## config.mk

```make
export PLATFORM = sky130hd
export DESIGN_NAME = halt_standby_wake_control
export DESIGN_NICKNAME = d
export VERILOG_FILES = /design/src/logic/halt_pkg.sv /design/src/logic/halt_standby_wake_control.sv /design/src/logic/interval_timer.sv
export SDC_FILE = /design/constraint.sdc
export NUM_CORES = 1
export LEC_CHECK = 0
export BUFFER_PORTS_ARGS = -buffer_cell sky130_fd_sc_hd__buf_2
export CORE_ASPECT_RATIO = 1.25
export CORE_MARGIN = 5
export CORE_UTILIZATION = 50
export DETAILED_ROUTE_END_ITERATION = 7
export PLACE_DENSITY = 0.89
export REMOVE_ABC_BUFFERS = 1
export SETUP_SLACK_MARGIN = 0.2
export SLEW_MARGIN = 15
export SYNTH_ARGS = -nofsm -noshare
export SYNTH_HDL_FRONTEND = slang
export SYNTH_SLANG_ARGS = --single-unit
```

## constraint.sdc

```tcl
create_clock -name mclk -period 2.66 [get_ports mclk]
set_input_delay 0.266 -clock mclk [delete_from_list [all_inputs] [get_ports mclk]]
set_output_delay 0.266 -clock mclk [all_outputs]
set_load 0.05 [all_outputs]
```

## src/logic/halt_pkg.sv

```systemverilog
// Constants for the halt, standby and wake controller.
// Assumes a 200 MHz mclk and an Avalon-MM register slave with 32-bit data.
package halt_pkg;
  // Standby level codes held in the mode field
  localparam logic [1:0] MODE_PARTIAL_IO = 2'h0;
  localparam logic [1:0] MODE_CLOCK_GATED = 2'h1;
  localparam logic [1:0] MODE_DEEP = 2'h2;
  localparam logic [1:0] MODE_STOP = 2'h3;
  // Register byte addresses
  localparam logic [3:0] ADDR_CTRL = 4'h0;
  localparam logic [3:0] ADDR_IDLE_PERIPH = 4'h4;
  localparam logic [3:0] ADDR_WATCHDOG_MODE = 4'h8;
  localparam logic [3:0] ADDR_STATUS = 4'hc;
  localparam logic [3:0] ADDR_IRQ_STATUS = 4'h0;
  // Byte address bits decoded; the top address bit selects the second bank
  localparam int ADDR_W = 5;
  localparam logic [4:0] ADDR_IRQ_STATUS_FULL = 5'h10;
  localparam logic [4:0] ADDR_IRQ_MASK_FULL = 5'h14;
  localparam logic [4:0] ADDR_RTC_FREQ_FULL = 5'h18;
  // Field positions
  localparam int CTRL_HALT_BIT = 0;
  localparam int CTRL_MODE_LSB = 4;
  localparam int WDMODE_DRIVE_BIT = 7;
  // Reset values
  localparam logic [1:0] MODE_RST = 2'h0;
  localparam logic [7:0] IDLE_PERIPH_RST = 8'h00;
  localparam logic [7:0] RTC_FREQ_RST = 8'h00;
  localparam logic WDMODE_DRIVE_RST = 1'b0;
  // Interrupt status bit positions
  localparam int EV_WAKE = 0;
  localparam int EV_NMI = 1;
  localparam int EV_CLOCK_UP = 2;
  localparam int EV_STOP_EXIT = 3;
  localparam int EV_W = 4;
  // Warm-up and doubler settling: 320000 mclk cycles each, 1.6 ms
  localparam real MCLK_MHZ = 200.0;
  localparam real WARMUP_MS = 1.6;
  localparam int WARMUP_CYCLES = int'(WARMUP_MS * 1000.0 * MCLK_MHZ);
  localparam int SETTLE_CYCLES = int'(WARMUP_MS * 1000.0 * MCLK_MHZ);
  localparam int CNT_W = 20;
endpackage

```

## src/logic/halt_standby_wake_control.sv

```systemverilog
// Halt controller: standby levels, wake sources, warm-up and pin drive gating.
// Assumes wake pins are synchronous to mclk and a single Avalon-MM master.
//
// Decided for this implementation: the Avalon-MM interface to the registers and the register offsets.
`timescale 1ns/100ps
`default_nettype none
// Operation
// RQ1: Primary interrupt pin releases clock-gated idle
// RQ2: Partial idle runs only selected peripherals
// RQ3: Clock-gated idle stops system clock, oscillator runs
// RQ4: Wake sampled unclocked, restart aligned to clock
// RQ5: Deep idle keeps only slow oscillator, RTC
// RQ6: Full stop halts every circuit and oscillator
// RQ7: Drive-enable bit selects standby pin drive
// RQ8: Warm-up then settling before clock restarts
// RQ9: Deep idle/stop released by NMI, INT, wake
// RQ10: Warm-up counter runs even with external oscillator
// RQ11: Reset release must cover oscillator settling
// RQ12: Stop exit reinitializes RTC frequency register
// RQ13: Interrupt service waits for both intervals
// RQ14: Outputs float unless drive-enable bit set
// RQ15: General inputs disabled, control inputs stay live
// RQ16: Live inputs held steady by outside circuit
// RQ17: Primary interrupt resumes even when masked
// RQ18: Interrupt release keeps settings, reset reinitializes
// RQ19: Halt enters programmed level until release
module halt_standby_wake_control
  import halt_pkg::*;
#(
  parameter int WARMUP = halt_pkg::WARMUP_CYCLES,
  parameter int SETTLE = halt_pkg::SETTLE_CYCLES,
  parameter int NPORT = 8
) (
  // Clock and reset
  input wire logic mclk,
  input wire logic rst,
  // Avalon-MM slave
  input wire logic [halt_pkg::ADDR_W-1:0] avs_address,
  input wire logic avs_read,
  input wire logic avs_write,
  input wire logic [31:0] avs_writedata,
  output logic [31:0] avs_readdata,
  output logic avs_waitrequest,
  // Wake sources
  input wire logic nmi_pin,
  input wire logic primary_ext_irq_pin,
  input wire logic [7:0] wake_pins,
  input wire logic irq_enabled,
  // Clock and oscillator control
  output logic sys_clk_en,
  output logic main_osc_en,
  output logic doubler_en,
  output logic [7:0] periph_clk_en,
  output logic cpu_run,
  output logic irq_service,
  // General port gating
  input wire logic [NPORT-1:0] port_out_val,
  input wire logic [NPORT-1:0] port_dir_out,
  input wire logic [NPORT-1:0] port_in_pad,
  output logic [NPORT-1:0] port_out,
  output logic [NPORT-1:0] port_oe,
  output logic [NPORT-1:0] port_in,
  // Interrupt
  output logic irq
);
  import halt_pkg::*;

  // Elaboration check: both intervals must fit the shared counter
  if (WARMUP < 1 || SETTLE < 1 || WARMUP >= (1 << CNT_W) || SETTLE >= (1 << CNT_W))
  begin : g_interval_range
    $error("interval out of counter range");
  end

  typedef enum logic [2:0] {
    ST_RUN = 3'b000,
    ST_HALT = 3'b001,
    ST_WARM = 3'b011,
    ST_SETTLE = 3'b010,
    ST_RESUME = 3'b110
  } state_e;

  state_e state_r, state_nxt;
  logic [1:0] mode_r, mode_nxt;
  logic [7:0] idle_periph_r, idle_periph_nxt;
  logic drive_en_r, drive_en_nxt;
  logic [7:0] rtc_freq_r, rtc_freq_nxt;
  logic [EV_W-1:0] irq_stat_r, irq_stat_nxt;
  logic [EV_W-1:0] irq_mask_r, irq_mask_nxt;
  logic nmi_wake_r, nmi_wake_nxt;
  logic service_r, service_nxt;
  logic ack_r, ack_nxt;
  logic [31:0] rdata_nxt;
  logic timer_start;
  logic [CNT_W-1:0] timer_len;
  logic timer_done;
  logic wake_any, deep_wake, halt_cmd, deep_mode;
  logic [EV_W-1:0] events;

  // Shared interval counter for warm-up and doubler settling
  interval_timer #(.WIDTH(CNT_W)) u_timer (
    .mclk(mclk),
    .rst(rst),
    .start(timer_start),
    .length(timer_len),
    .busy(),
    .done(timer_done)
  );

  // Wake qualification per level; pins are level inputs so no clock edge is needed
  always_comb
  begin
    deep_mode = (mode_r == MODE_DEEP) || (mode_r == MODE_STOP);
    deep_wake = nmi_pin | primary_ext_irq_pin | (|wake_pins); // [RQ9] [RQ4]
    case (mode_r)
      MODE_CLOCK_GATED: wake_any = nmi_pin | primary_ext_irq_pin; // [RQ1]
      MODE_PARTIAL_IO: wake_any = nmi_pin | primary_ext_irq_pin | (|wake_pins);
      default: wake_any = deep_wake;
    endcase
    halt_cmd = avs_write && !avs_waitrequest && (avs_address == {1'b0, ADDR_CTRL})
      && avs_writedata[CTRL_HALT_BIT];
  end

  // Halt sequencer
  always_comb
  begin
    state_nxt = state_r;
    timer_start = 1'b0;
    timer_len = CNT_W'(WARMUP);
    nmi_wake_nxt = nmi_wake_r;
    service_nxt = 1'b0;
    case (state_r)
      ST_RUN:
        if (halt_cmd)
          state_nxt = ST_HALT; // [RQ19]
      ST_HALT:
        if (wake_any)
        begin
          nmi_wake_nxt = nmi_pin;
          if (deep_mode)
          begin
            timer_start = 1'b1; // [RQ8] [RQ10]
            state_nxt = ST_WARM;
          end
          else
            state_nxt = ST_RESUME; // [RQ4]
        end
      ST_WARM:
        if (timer_done)
        begin
          timer_start = 1'b1;
          timer_len = CNT_W'(SETTLE);
          state_nxt = ST_SETTLE;
        end
      ST_SETTLE:
        if (timer_done)
          state_nxt = ST_RESUME; // [RQ13]
      ST_RESUME:
      begin
        // Masked primary interrupt still resumes, just without service
        service_nxt = nmi_wake_r | irq_enabled; // [RQ17]
        state_nxt = ST_RUN;
      end
      default: state_nxt = ST_RUN;
    endcase
  end

  // Register writes, sticky events, RTC reinit on stop exit
  always_comb
  begin
    mode_nxt = mode_r;
    idle_periph_nxt = idle_periph_r;
    drive_en_nxt = drive_en_r;
    rtc_freq_nxt = rtc_freq_r;
    irq_mask_nxt = irq_mask_r;
    rdata_nxt = 32'h0;
    ack_nxt = 1'b0;
    events = '0;
    events[EV_WAKE] = (state_r == ST_HALT) && wake_any;
    events[EV_NMI] = (state_r == ST_HALT) && wake_any && nmi_pin;
    events[EV_CLOCK_UP] = (state_r == ST_RESUME);
    events[EV_STOP_EXIT] = (state_r == ST_RESUME) && (mode_r == MODE_STOP);
    irq_stat_nxt = irq_stat_r;
    if ((avs_read || avs_write) && !ack_r)
    begin
      ack_nxt = 1'b1;
      case (avs_address)
        {1'b0, ADDR_CTRL}: rdata_nxt = {26'h0, mode_r, 4'h0};
        {1'b0, ADDR_IDLE_PERIPH}: rdata_nxt = {24'h0, idle_periph_r};
        {1'b0, ADDR_WATCHDOG_MODE}: rdata_nxt = {24'h0, drive_en_r, 7'h0};
        {1'b0, ADDR_STATUS}: rdata_nxt = {29'h0, state_r};
        ADDR_IRQ_STATUS_FULL: rdata_nxt = {28'h0, irq_stat_r};
        ADDR_IRQ_MASK_FULL: rdata_nxt = {28'h0, irq_mask_r};
        ADDR_RTC_FREQ_FULL: rdata_nxt = {24'h0, rtc_freq_r};
        default: rdata_nxt = 32'h0;
      endcase
      if (avs_read && avs_address == ADDR_IRQ_STATUS_FULL)
        irq_stat_nxt = '0;
    end
    // Writes land only at the edge where the master sees waitrequest low
    if (avs_write && !avs_waitrequest)
      case (avs_address)
        {1'b0, ADDR_CTRL}: mode_nxt = avs_writedata[CTRL_MODE_LSB +: 2];
        {1'b0, ADDR_IDLE_PERIPH}: idle_periph_nxt = avs_writedata[7:0];
        {1'b0, ADDR_WATCHDOG_MODE}: drive_en_nxt = avs_writedata[WDMODE_DRIVE_BIT]; // [RQ7]
        ADDR_IRQ_MASK_FULL: irq_mask_nxt = avs_writedata[EV_W-1:0];
        ADDR_RTC_FREQ_FULL: rtc_freq_nxt = avs_writedata[7:0];
        default: ;
      endcase
    // Set wins over the read clear
    irq_stat_nxt = irq_stat_nxt | events;
    // Release from full stop loses the RTC frequency setting
    if (events[EV_STOP_EXIT])
      rtc_freq_nxt = RTC_FREQ_RST; // [RQ12]
  end

  // Sync reset restores settings; RAM is outside this block and untouched [RQ18]
  always_ff @(posedge mclk)
  begin
    if (rst)
    begin
      state_r <= ST_RUN;
      mode_r <= MODE_RST;
      idle_periph_r <= IDLE_PERIPH_RST;
      drive_en_r <= WDMODE_DRIVE_RST;
      rtc_freq_r <= RTC_FREQ_RST;
      irq_stat_r <= '0;
      irq_mask_r <= '0;
      nmi_wake_r <= 1'b0;
      service_r <= 1'b0;
      ack_r <= 1'b0;
      avs_readdata <= 32'h0;
    end
    else
    begin
      state_r <= state_nxt;
      mode_r <= mode_nxt;
      idle_periph_r <= idle_periph_nxt;
      drive_en_r <= drive_en_nxt;
      rtc_freq_r <= rtc_freq_nxt;
      irq_stat_r <= irq_stat_nxt;
      irq_mask_r <= irq_mask_nxt;
      nmi_wake_r <= nmi_wake_nxt;
      service_r <= service_nxt;
      ack_r <= ack_nxt;
      avs_readdata <= rdata_nxt;
    end
  end

  // Registered outputs derived from next state so they match state_r
  logic halted_nxt, deep_nxt;
  always_comb
  begin
    halted_nxt = (state_nxt != ST_RUN) && (state_nxt != ST_RESUME);
    deep_nxt = halted_nxt && ((mode_nxt == MODE_DEEP) || (mode_nxt == MODE_STOP)
      || (state_nxt == ST_WARM) || (state_nxt == ST_SETTLE));
  end

  always_ff @(posedge mclk)
  begin
    if (rst)
    begin
      sys_clk_en <= 1'b1;
      main_osc_en <= 1'b1;
      doubler_en <= 1'b1;
      periph_clk_en <= 8'hff;
      cpu_run <= 1'b1;
      irq_service <= 1'b0;
      port_out <= '0;
      port_oe <= '0;
      port_in <= '0;
      irq <= 1'b0;
      avs_waitrequest <= 1'b1;
    end
    else
    begin
      sys_clk_en <= !halted_nxt || (mode_nxt == MODE_PARTIAL_IO && state_nxt == ST_HALT); // [RQ3]
      main_osc_en <= !deep_nxt || state_nxt == ST_WARM || state_nxt == ST_SETTLE; // [RQ5] [RQ6]
      doubler_en <= !deep_nxt || state_nxt == ST_SETTLE;
      periph_clk_en <= !halted_nxt ? 8'hff
        : (mode_nxt == MODE_PARTIAL_IO && state_nxt == ST_HALT) ? idle_periph_nxt : 8'h00; // [RQ2]
      cpu_run <= !halted_nxt;
      irq_service <= service_nxt;
      port_out <= port_out_val;
      port_oe <= (deep_nxt && !drive_en_nxt) ? '0 : port_dir_out; // [RQ14]
      port_in <= deep_nxt ? '0 : port_in_pad; // [RQ15]
      irq <= |(irq_stat_nxt & irq_mask_nxt);
      avs_waitrequest <= !((avs_read || avs_write) && !ack_r);
    end
  end

  // Checks
  a_clock_gated_off: assert property (@(posedge mclk) disable iff (rst)
    (state_r == ST_HALT && mode_r == MODE_CLOCK_GATED) |-> !sys_clk_en && main_osc_en) // [RQ3]
    else $error("clock-gated idle clock state wrong");
  a_warm_then_settle: assert property (@(posedge mclk) disable iff (rst)
    (state_r == ST_HALT && deep_mode && wake_any) |=> state_r == ST_WARM) // [RQ8]
    else $error("deep wake skipped warm-up");
  a_settle_resume: assert property (@(posedge mclk) disable iff (rst)
    (state_r == ST_SETTLE && timer_done) |=> state_r == ST_RESUME ##1 cpu_run) // [RQ13]
    else $error("resume not after settling");
  a_clock_held_warm: assert property (@(posedge mclk) disable iff (rst)
    (state_r == ST_WARM || state_r == ST_SETTLE) |-> !cpu_run) // [RQ10]
    else $error("cpu ran during warm-up");
  a_float_ports: assert property (@(posedge mclk) disable iff (rst)
    (state_r == ST_HALT && deep_mode && !drive_en_r) |-> port_oe == '0) // [RQ14]
    else $error("port driven in deep standby");
  a_inputs_off: assert property (@(posedge mclk) disable iff (rst)
    (state_r == ST_HALT && deep_mode) |-> port_in == '0) // [RQ15]
    else $error("inputs live in deep standby");
  a_rtc_reinit: assert property (@(posedge mclk) disable iff (rst)
    events[EV_STOP_EXIT] |=> rtc_freq_r == RTC_FREQ_RST) // [RQ12]
    else $error("rtc frequency not reinitialized");
  a_periph_select: assert property (@(posedge mclk) disable iff (rst)
    (state_r == ST_HALT && mode_r == MODE_PARTIAL_IO) |-> periph_clk_en == idle_periph_r) // [RQ2]
    else $error("partial idle peripheral clocks wrong");
  a_halt_stays: assert property (@(posedge mclk) disable iff (rst)
    (state_r == ST_HALT && !wake_any) |=> state_r == ST_HALT) // [RQ19]
    else $error("halt left without release");
  c_stop_wake: cover property (@(posedge mclk) disable iff (rst)
    state_r == ST_SETTLE && mode_r == MODE_STOP ##1 state_r == ST_RESUME);
  c_gated_wake: cover property (@(posedge mclk) disable iff (rst)
    state_r == ST_HALT && mode_r == MODE_CLOCK_GATED ##1 state_r == ST_RESUME);
  c_partial_wake: cover property (@(posedge mclk) disable iff (rst)
    state_r == ST_HALT && mode_r == MODE_PARTIAL_IO ##1 state_r == ST_RESUME);
endmodule
`default_nettype wire

```

## src/logic/interval_timer.sv

```systemverilog
// One-shot down counter used for warm-up and doubler settling intervals.
// Assumes a single mclk domain; load and count are synchronous.
`timescale 1ns/100ps
`default_nettype none
module interval_timer #(
  parameter int WIDTH = 20
) (
  // Clock and reset
  input wire logic mclk,
  input wire logic rst,
  // Control
  input wire logic start,
  input wire logic [WIDTH-1:0] length,
  // Result
  output logic busy,
  output logic done
);
  logic [WIDTH-1:0] cnt_r;
  logic [WIDTH-1:0] cnt_nxt;
  logic done_nxt;

  // Load on start, count down to zero, pulse done on the step from one
  always_comb
  begin
    cnt_nxt = cnt_r;
    done_nxt = 1'b0;
    if (start)
      cnt_nxt = length;
    else if (cnt_r != '0)
    begin
      cnt_nxt = cnt_r - 1'b1;
      done_nxt = (cnt_r == {{(WIDTH-1){1'b0}}, 1'b1});
    end
  end

  always_ff @(posedge mclk)
  begin
    if (rst)
    begin
      cnt_r <= '0;
      done <= 1'b0;
    end
    else
    begin
      cnt_r <= cnt_nxt;
      done <= done_nxt;
    end
  end

  assign busy = (cnt_r != '0);
endmodule
`default_nettype wire

```

==> results of run 1 <==
[kinds of logic after synthesis]
kind of cell / count (synthesis) / synth area share
AND/OR/NAND/NOR: 184 / 0.225
AO/OA/AOI/OAI: 106 / 0.175
flip-flops: 100 / 0.464
buffers and inverters: 55 / 0.0719
multiplexers: 15 / 0.0354
XOR/XNOR: 11 / 0.0223
adder cells (fa/ha/maj): 2 / 0.00580
other: 1 / 0.000869
[cell type report]
type	count	area, µm²	area share
Clock buffer	11	141	0.0280
Clock inverter	5	58.8	0.0116
Inverter	8	30.0	0.00595
Multi-Input combinational cell	342	2090	0.414
Sequential cell	100	2000	0.396
Tap cell	100	125	0.0248
Timing Repair Buffer	113	603	0.119
[how the worst min path moves through the flow]
stage                      from                      to  slack, ns  cells after the start
3_5_place_dp   ack_r$_SDFF_PP0_        ack_r$_SDFF_PP0_       0.44                      1
2_1_floorplan               rst   state_r[2]$_SDFF_PP0_       0.34                      1
6_report        port_out_val[1]  port_out[1]$_SDFF_PP0_       0.10                      2
4_1_cts         port_out_val[1]  port_out[1]$_SDFF_PP0_       0.09                      2
3_3_place_gp   ack_r$_SDFF_PP0_        ack_r$_SDFF_PP0_       0.43                      1
5_1_grt         port_out_val[6]  port_out[6]$_SDFF_PP0_       0.08                      2
[synthesized netlist by cell type (all sizes together) (2+ instances only)]
library cell / number / area [µm²]
a2111oi: 2 / 17.5
a211oi: 7 / 62.6
a21oi: 22 / 110
a22oi: 14 / 105
a31oi: 7 / 43.8
and2: 3 / 18.8
and3: 2 / 12.5
buf: 30 / 216
clkbuf: 17 / 63.8
dfxtp: 100 / 2000
ha: 2 / 25.0
inv: 7 / 26.3
mux2: 2 / 22.5
mux2i: 13 / 130
nand2: 37 / 139
nand2b: 5 / 31.3
nand3: 14 / 70.1
nand4: 3 / 18.8
nand4b: 4 / 35.0
nor2: 49 / 184
nor2b: 18 / 113
nor3: 8 / 40.0
nor3b: 11 / 82.6
nor4: 11 / 68.8
o211ai: 17 / 128
o21ai: 14 / 70.1
o221ai: 9 / 78.8
o41ai: 2 / 17.5
or2: 2 / 12.5
or3: 3 / 18.8
or3b: 4 / 35.0
or4: 3 / 22.5
or4b: 3 / 33.8
xnor2: 7 / 61.3
xor2: 4 / 35.0
[registers in the layout, summed over array words and instances, names as in the netlist, 2 cells and up]
signal,flops
port_out,8
rtc_freq_r,8
port_oe,8
irq_mask_r,4
idle_periph_r,8
port_in,8
mode_r,2
state_r,3
periph_clk_en,8
irq_stat_r,4
avs_readdata,8
u_timer.cnt_r,20
[metal layers]
metal	vias up	part of all wire	GRT usage
met5	-	0	0
met4	0	0.021	0.0792
met3	25	0.062	0.0475
met2	151	0.54	0.383
met1	1836	0.38	0.220
li1	1867	-	-
[metrics by stage]
stage                     cells  TNS, ns  total power [W]  area, µm²  utilization
final                       679        0          0.00397       5050        0.590
after detailed placement    663        0          0.00300       4850        0.567
after global placement      663        0          0.00295       4850        0.567
after CTS                   679        0          0.00397       5050        0.590
after global routing        679        0          0.00422       5050        0.590
after floorplan             450   -0.151          0.00271       4120            -
[power by group]
group	total, W	internal (W)	switching [W]
clock	0.000975	0.000464	0.000511
sequential	0.00177	0.00164	0.000130
combinational	0.00122	0.000426	0.000795
[cell usage in the layout, fill, tap and decap left out, types with 7 or more instances in the layout]
master	count
o21ai_0	13
dfxtp_1	100
o221ai_1	9
xnor2_1	7
o211ai_1	17
nor4_1	11
a21oi_1	22
inv_1	7
conb_1	24
mux2i_1	13
nand2_1	37
nor2b_1	18
nor3b_1	11
nand3_1	14
nor3_1	8
a31oi_1	7
buf_2	98
a22oi_1	14
clkbuf_8	10
buf_4	15
nor2_1	49
==> results.tsv, run 1 <==
stage	metric	value	unit
finish	nNetsFinal	652	
detailed_routing	drcViolationCount	0	
clocking	cts.path.max_buffers	2	
worst_setup_path	worstSetupStartpointType	register	
placed_design	post-place-ws	0.370	ns
worst_setup_path	crit_fanout	7	
synth	syn_inst	474	
global_route	track_usage	0.204	
global_route	grt_overflow	0	
worst_setup_path	path_cells	inv_1 -> ha_1 -> or3b_2 -> nor2_1 -> a2111oi_0 -> xnor2_1 -> nor2_1	
placed_design	gp_congestion	0.899	
timing	slew_headroom	0.436	
synth	synth-edff-count	0	
power	leakagePower	2.10	nW
timing	slew_viol_final	0	
detailed_routing	routed_via_density	5.71	
timing	setup_viol	0	
detailed_routing	drtAntennaViolNets	0	
synth	synthFlopType	dfxtp_1	
clocking	cts_num_sinks	100	
synth	ys.warnings.count	0	
clocking	cts_max_level	3	
timing	timing.final.crit_share	0.823	
detailed_routing	wire_per_inst	15.9	µm
timing	hold_viol	0	
floorplanning	start_util	0.504	
worst_setup_path	r2r-end	u_timer.cnt_r[6]$_SDFFE_PP0P_	
clocking	post_cts_resized	0	
global_route	antenna_found_initial	0	
finish	syn_to_final_growth	17.0	%
synth	yosysUniqueCellTypes	60	
synth	syn_area	4320	µm²
synth	ys_ff_latch	100	
detailed_routing	dr_total_vias	3879	
floorplanning	die-area	10600	µm²
detailed_routing	first_iter_violations	272	
timing	fin_skew	0.0131	ns
worst_setup_path	crit_arrival	2.43	ns
floorplanning	die_x	93.1	µm
placed_design	hpwl	8.01	mm
worst_setup_path	r2r_setup_slack	0.47	ns
floorplanning	core_area	8560	µm²
worst_setup_path	ff2ff_path_depth	7	
global_route	grt_max_degree	27	
worst_setup_path	worstSetupEndpoint	u_timer.cnt_r[6]$_SDFFE_PP0P_	
floorplanning	rows	38	
detailed_routing	drt_wl_total	10.8	mm
worst_setup_path	crit_path_max_incr_delay	0.51	ns
clocking	clk_pin_slew_worst_paths	0.09	ns
global_route	grt_pass1_wl	17.4	mm
clocking	cts_tree	built	
timing	fmaxAchievable	457	MHz
clocking	numCtsBuffers	9	
timing	rsz0062_at_grt	no	
timing	finalCriticalPeriod	2.19	ns
power	peakVddDrop	0.000355	V
detailed_routing	firstDrtPassIters	5	
synth	seq_area_frac_synth	0.464	
worst_setup_path	crit_required	2.90	ns
worst_setup_path	startpoint	u_timer.cnt_r[0]$_SDFFE_PP0P_	
worst_setup_path	crit_path_top_delay_cell	or3b_2	
worst_setup_path	cp-end-kind	register	
synth	syn_avg_cell_area	9.11	µm²
flow_run	maxCapViolCount	0	
hold_path	hp-class	input pin to register	
worst_setup_path	criticalPathCategory	register to register	
floorplanning	die_h	114	µm
worst_setup_path	path_common_cell	nor2_1	
floorplanning	ioPinCount	147	
clocking	cts_hold_buf	0	
clocking	root_buffer	clkbuf_8	
timing	worst_slew_pin_slew	0.839	ns
power	p_per_area	785	nW/µm²
finish	drive_gt1_frac	0.245	
global_route	first_global_vias	3739	
finish	n_fill_cell	729	
worst_setup_path	critPathTopFamily	simple AND/OR/NAND/NOR gates	
timing	layout_setup_ws	0.470	ns
placed_design	io_buffer_count	98	
worst_setup_path	critPathBufInv	1	
synth	async_flop_share	0	
clocking	post_cts_buffers	0	
finish	num_antenna_cells	0	
status	status	complete, no violations	
worst_setup_path	path_depth	7	
timing	whs	0.103	ns
clocking	insertion_delay	0.37	ns
worst_setup_path	r2r-start	u_timer.cnt_r[0]$_SDFFE_PP0P_	
Note: power is estimated with default switching activity, not from simulation.
==> inputs of run 2 (changes only) <==
--- a/config.mk
+++ b/config.mk
@@ -5,12 +5,13 @@
 export SDC_FILE = /design/constraint.sdc
 export NUM_CORES = 1
 export LEC_CHECK = 0
+export ABC_AREA = 1
 export BUFFER_PORTS_ARGS = -buffer_cell sky130_fd_sc_hd__buf_2
 export CORE_ASPECT_RATIO = 1.25
 export CORE_MARGIN = 5
-export CORE_UTILIZATION = 50
+export CORE_UTILIZATION = 45
 export DETAILED_ROUTE_END_ITERATION = 7
-export PLACE_DENSITY = 0.89
+export PLACE_DENSITY = 0.85
 export REMOVE_ABC_BUFFERS = 1
 export SETUP_SLACK_MARGIN = 0.2
 export SLEW_MARGIN = 15
==> constraint.sdc (replaced) <==
create_clock -name mclk -period 2 [get_ports mclk]
set_input_delay 0.2 -clock mclk [delete_from_list [all_inputs] [get_ports mclk]]
set_output_delay 0.2 -clock mclk [all_outputs]
set_load 0.05 [all_outputs]
==> results.tsv, run 2 <==
stage	metric	value	unit	change
status	status	complete, no violations		
power	switching_share	0.343		-0.0193
global_route	track_usage	0.163		-0.0413
worst_setup_path	r2r-end	u_timer.cnt_r[18]$_SDFFE_PP0P_		
power	pwr-share-comb	0.283		-0.025
worst_setup_path	cp-end-kind	register		
placed_design	post_dp_cell_area	4850	µm²	about the same
clocking	numCtsBuffers	9		unchanged
timing	setup_viol	0		unchanged
flow_run	maxCapViolCount	0		unchanged
worst_setup_path	crit_path_top_delay_cell	dfxtp_1		
timing	rsz0062_at_grt	yes		
synth	synthFlopType	dfxtp_1		
floorplanning	rows	40		+5.3%
finish	largest_reg_flops	20		unchanged
floorplanning	ioPinCount	147		unchanged
placed_design	post-place-cells	773		+17%
synth	yosysMostFrequentCell	dfxtp_1		
detailed_routing	routed_via_density	4.68		-18%
clocking	cts_tree	built		
worst_setup_path	worstSetupEndpoint	u_timer.cnt_r[18]$_SDFFE_PP0P_		
worst_setup_path	path_common_cell	nor2_1		
worst_setup_path	worstSetupStartpointType	register		
timing	slew_viol_final	0		unchanged
worst_setup_path	startpoint	u_timer.cnt_r[9]$_SDFFE_PP0P_		
hold_path	hp-class	input pin to register		
detailed_routing	drt_wl_total	9.78	mm	-9.7%
worst_setup_path	path_depth	9		+2
worst_setup_path	crit_fanout	4		-3
worst_setup_path	criticalPathCategory	register to register		
timing	fmaxAchievable	601	MHz	+32%
worst_setup_path	r2r_setup_slack	0.34	ns	-0.13 ns
timing	tns	0	ns	unchanged
synth	synth_compound_area_frac	0.108		-0.0668
finish	num_antenna_cells	0		unchanged
synth	synth-edff-count	0		unchanged
power	peakVddDrop	0.000522	V	+47%
timing	whs	0.0500	ns	-0.0534 ns
finish	regMostFlops	u_timer.cnt_r		
placed_design	io_buffer_count	98		unchanged
synth	synth_top_area_share	0.466		+0.00189
global_route	grt_overflow	0		unchanged
synth	syn_area	4300	µm²	-0.41%
global_route	antenna_found_initial	0		unchanged
worst_setup_path	crit_path_max_incr_delay	0.34	ns	-0.17 ns
worst_setup_path	crit_arrival	1.88	ns	-0.55 ns
detailed_routing	first_iter_violations	129		-53%
worst_setup_path	ff2ff_path_depth	9		+2
finish	syn_to_final_growth	20.7	%	
timing	timing.final.crit_share	0.831		+0.00804
worst_setup_path	path_cells	nor2_1 -> nand2_1 -> nor2_1 -> and2_1 -> nor2_1 -> nand2_1 -> o21ai_0 -> a21oi_1 -> nor2_1		
synth	ys.warnings.count	0		unchanged
synth	synth_common_cells	dfxtp_1 (100), inv_1 (87), nor2_1 (87), nand2_1 (72), a21oi_1 (27)		
timing	fin_skew	0.00808	ns	-0.00506 ns
clocking	cts_max_level	3		unchanged
clocking	cts.path.max_buffers	2		unchanged
detailed_routing	drcViolationCount	0		unchanged
clocking	root_buffer	clkbuf_16		
clocking	post_cts_buffers	0		unchanged
worst_setup_path	r2r-start	u_timer.cnt_r[9]$_SDFFE_PP0P_		
power	p_int	0.00374	W	+48%
worst_setup_path	critPathTopFamily	simple AND/OR/NAND/NOR gates		
synth	syn_avg_cell_area	7.77	µm²	-15%
floorplanning	die_x	97.4	µm	+4.6%
clocking	cts_hold_buf	0		unchanged
finish	drive_gt1_frac	0.245		about the same
clocking	cts_num_sinks	100		unchanged
global_route	grt_max_degree	34		+26%
synth	synth-adder-area-share	0.00582		+0.0000236
worst_setup_path	critPathBufInv	0		-1
synth	synth_area_leaders	dfxtp_1 (47%), inv_1 (7.6%), nor2_1 (7.6%)		
floorplanning	die-area	11600	µm²	+9.6%
synth	async_flop_share	0		unchanged
synth	synthSimpleGateAreaFrac	0.261		+0.0361
synth	seq_area_frac_synth	0.466		+0.00189
placed_design	gp_congestion	0.896		-0.30%
finish	final_cell_mix	dfxtp_1 (100), buf_2 (98), inv_1 (87)		
finish	layout.cells.non_filler	790		+16%
timing	hold_viol	0		unchanged
power	pwr-share-seq	0.408		-0.038
finish	fin_area	5190	µm²	+2.7%
finish	layout_commonest_cell	dfxtp_1		
power	leakagePower	2.53	nW	+21%
floorplanning	core_area	9460	µm²	+11%
detailed_routing	wire_per_inst	12.4	µm	-22%
placed_design	hpwl	7.51	mm	-6.2%
power	p_per_area	1100	nW/µm²	+40%
synth	synthMuxAreaShare	0.00466		-0.0307
finish	nNetsFinal	737		+13%
clocking	insertion_delay	0.35	ns	-0.02 ns
floorplanning	start_util	0.454		-0.0499
global_route	grt_pass1_wl	15.6	mm	-10%
synth	ys_ff_latch	100		unchanged
detailed_routing	dr_total_vias	3700		-4.6%
worst_setup_path	crit_required	2.22	ns	-0.68 ns
power	p_sw	0.00195	W	+36%
synth	yosys.area.top_type	dfxtp_1		
detailed_routing	drtAntennaViolNets	0		unchanged
synth	syn_inst	553		+17%
finish	n_fill_cell	864		+19%
global_route	first_global_vias	3552		-5.0%
clocking	clk_pin_slew_worst_paths	0.07	ns	-0.02 ns
synth	synth_top_family_by_area	simple AND/OR/NAND/NOR gates		
power	power.share.clock	0.309		+0.063
synth	yosysUniqueCellTypes	49		-18%
synth	synth_xor_area_frac	0.0183		-0.00398
floorplanning	die_h	119	µm	+4.7%
timing	finalCriticalPeriod	1.66	ns	-0.527 ns
detailed_routing	firstDrtPassIters	4		-1
==> run 2: cell types whose count changed in the layout (fill, tap and decap cells not counted), sizes merged, moves of 12 or more <==
cell / change
o211ai: -16
nand2: +44
a22oi: -14
nor2b: -18
inv: +83
nor2: +49
nand3: +12
o21ai: +21
==> run 2: logic make-up (layout without fill, tap and decap cells) <==
family / Yosys count / in the layout
buf+inv: 126 / 213
xor+xnor: 9 / 9
simple gates: 231 / 232
mux: 2 / 2
compound gates: 82 / 82
other cells: 1 / 24
flops: 100 / 100
fa+ha+maj: 2 / 2
==> run 2: cell type report <==
| cell class | instances | area, µm² | area share |
|---|---|---|---|
| flip-flops and latches | 100 | 2000 | 0.386 |
| multi-input cells | 351 | 1830 | 0.353 |
| repair buffers | 106 | 551 | 0.106 |
| inverters | 91 | 343 | 0.0661 |
| clock buffers | 11 | 243 | 0.0468 |
| well taps | 126 | 158 | 0.0304 |
| clock inverters | 5 | 60.1 | 0.0116 |
==> run 2: worst min-delay path, cell delays in order <==
cell and delay [ns]:
buf_2 0.07, inv_1 0.03, nor2_1 0.06
==> run 2: power by group through the flow <==
stage	logic, W	registers (W)	clock network (W)
floorplan	0.00112	0.00245	0
global placement	0.00152	0.00236	0
detailed placement	0.00154	0.00236	0
CTS	0.00155	0.00232	0.00180
global route	0.00181	0.00235	0.00189
finish	0.00161	0.00232	0.00176
==> run 2: worst min path at each step <==
stage               startpoint                        to  slack (ns)  depth (start not counted)
6_report       port_out_val[2]    port_out[2]$_SDFF_PP0_        0.05                          3
5_1_grt        port_out_val[3]    port_out[3]$_SDFF_PP0_        0.05                          3
4_1_cts        port_out_val[2]    port_out[2]$_SDFF_PP0_        0.04                          3
3_5_place_dp   port_out_val[2]    port_out[2]$_SDFF_PP0_        0.41                          3
3_3_place_gp   port_out_val[3]    port_out[3]$_SDFF_PP0_        0.40                          3
2_1_floorplan              rst  irq_stat_r[0]$_SDFF_PP0_        0.27                          1
==> run 2: routing by layer <==
layer  global-route usage  vias up  wire length [µm]  part of all wire
met5                    0        -                 0                 0
met4               0.0675        0               242             0.025
met3               0.0416       22               531             0.054
met2                0.308      101              5260              0.54
met1                0.169     1675              3740              0.38
li1                     -     1902                 -                 -
==> run 2: metrics by stage <==
step           utilization  power, W  setup slack, ns
3_5_place_dp         0.513   0.00390            0.233
3_3_place_gp         0.513   0.00387            0.258
4_1_cts              0.545   0.00567            0.207
2_1_floorplan            -   0.00357            0.326
5_1_grt              0.549   0.00604            0.200
6_report             0.549   0.00569            0.337
==> run 2: what timing repair did <==
action | 4_1_cts | 5_1_grt
hold endpoints to repair | 0 | 0
resized for setup | 0 | 6
setup endpoints to repair | 0 | 15
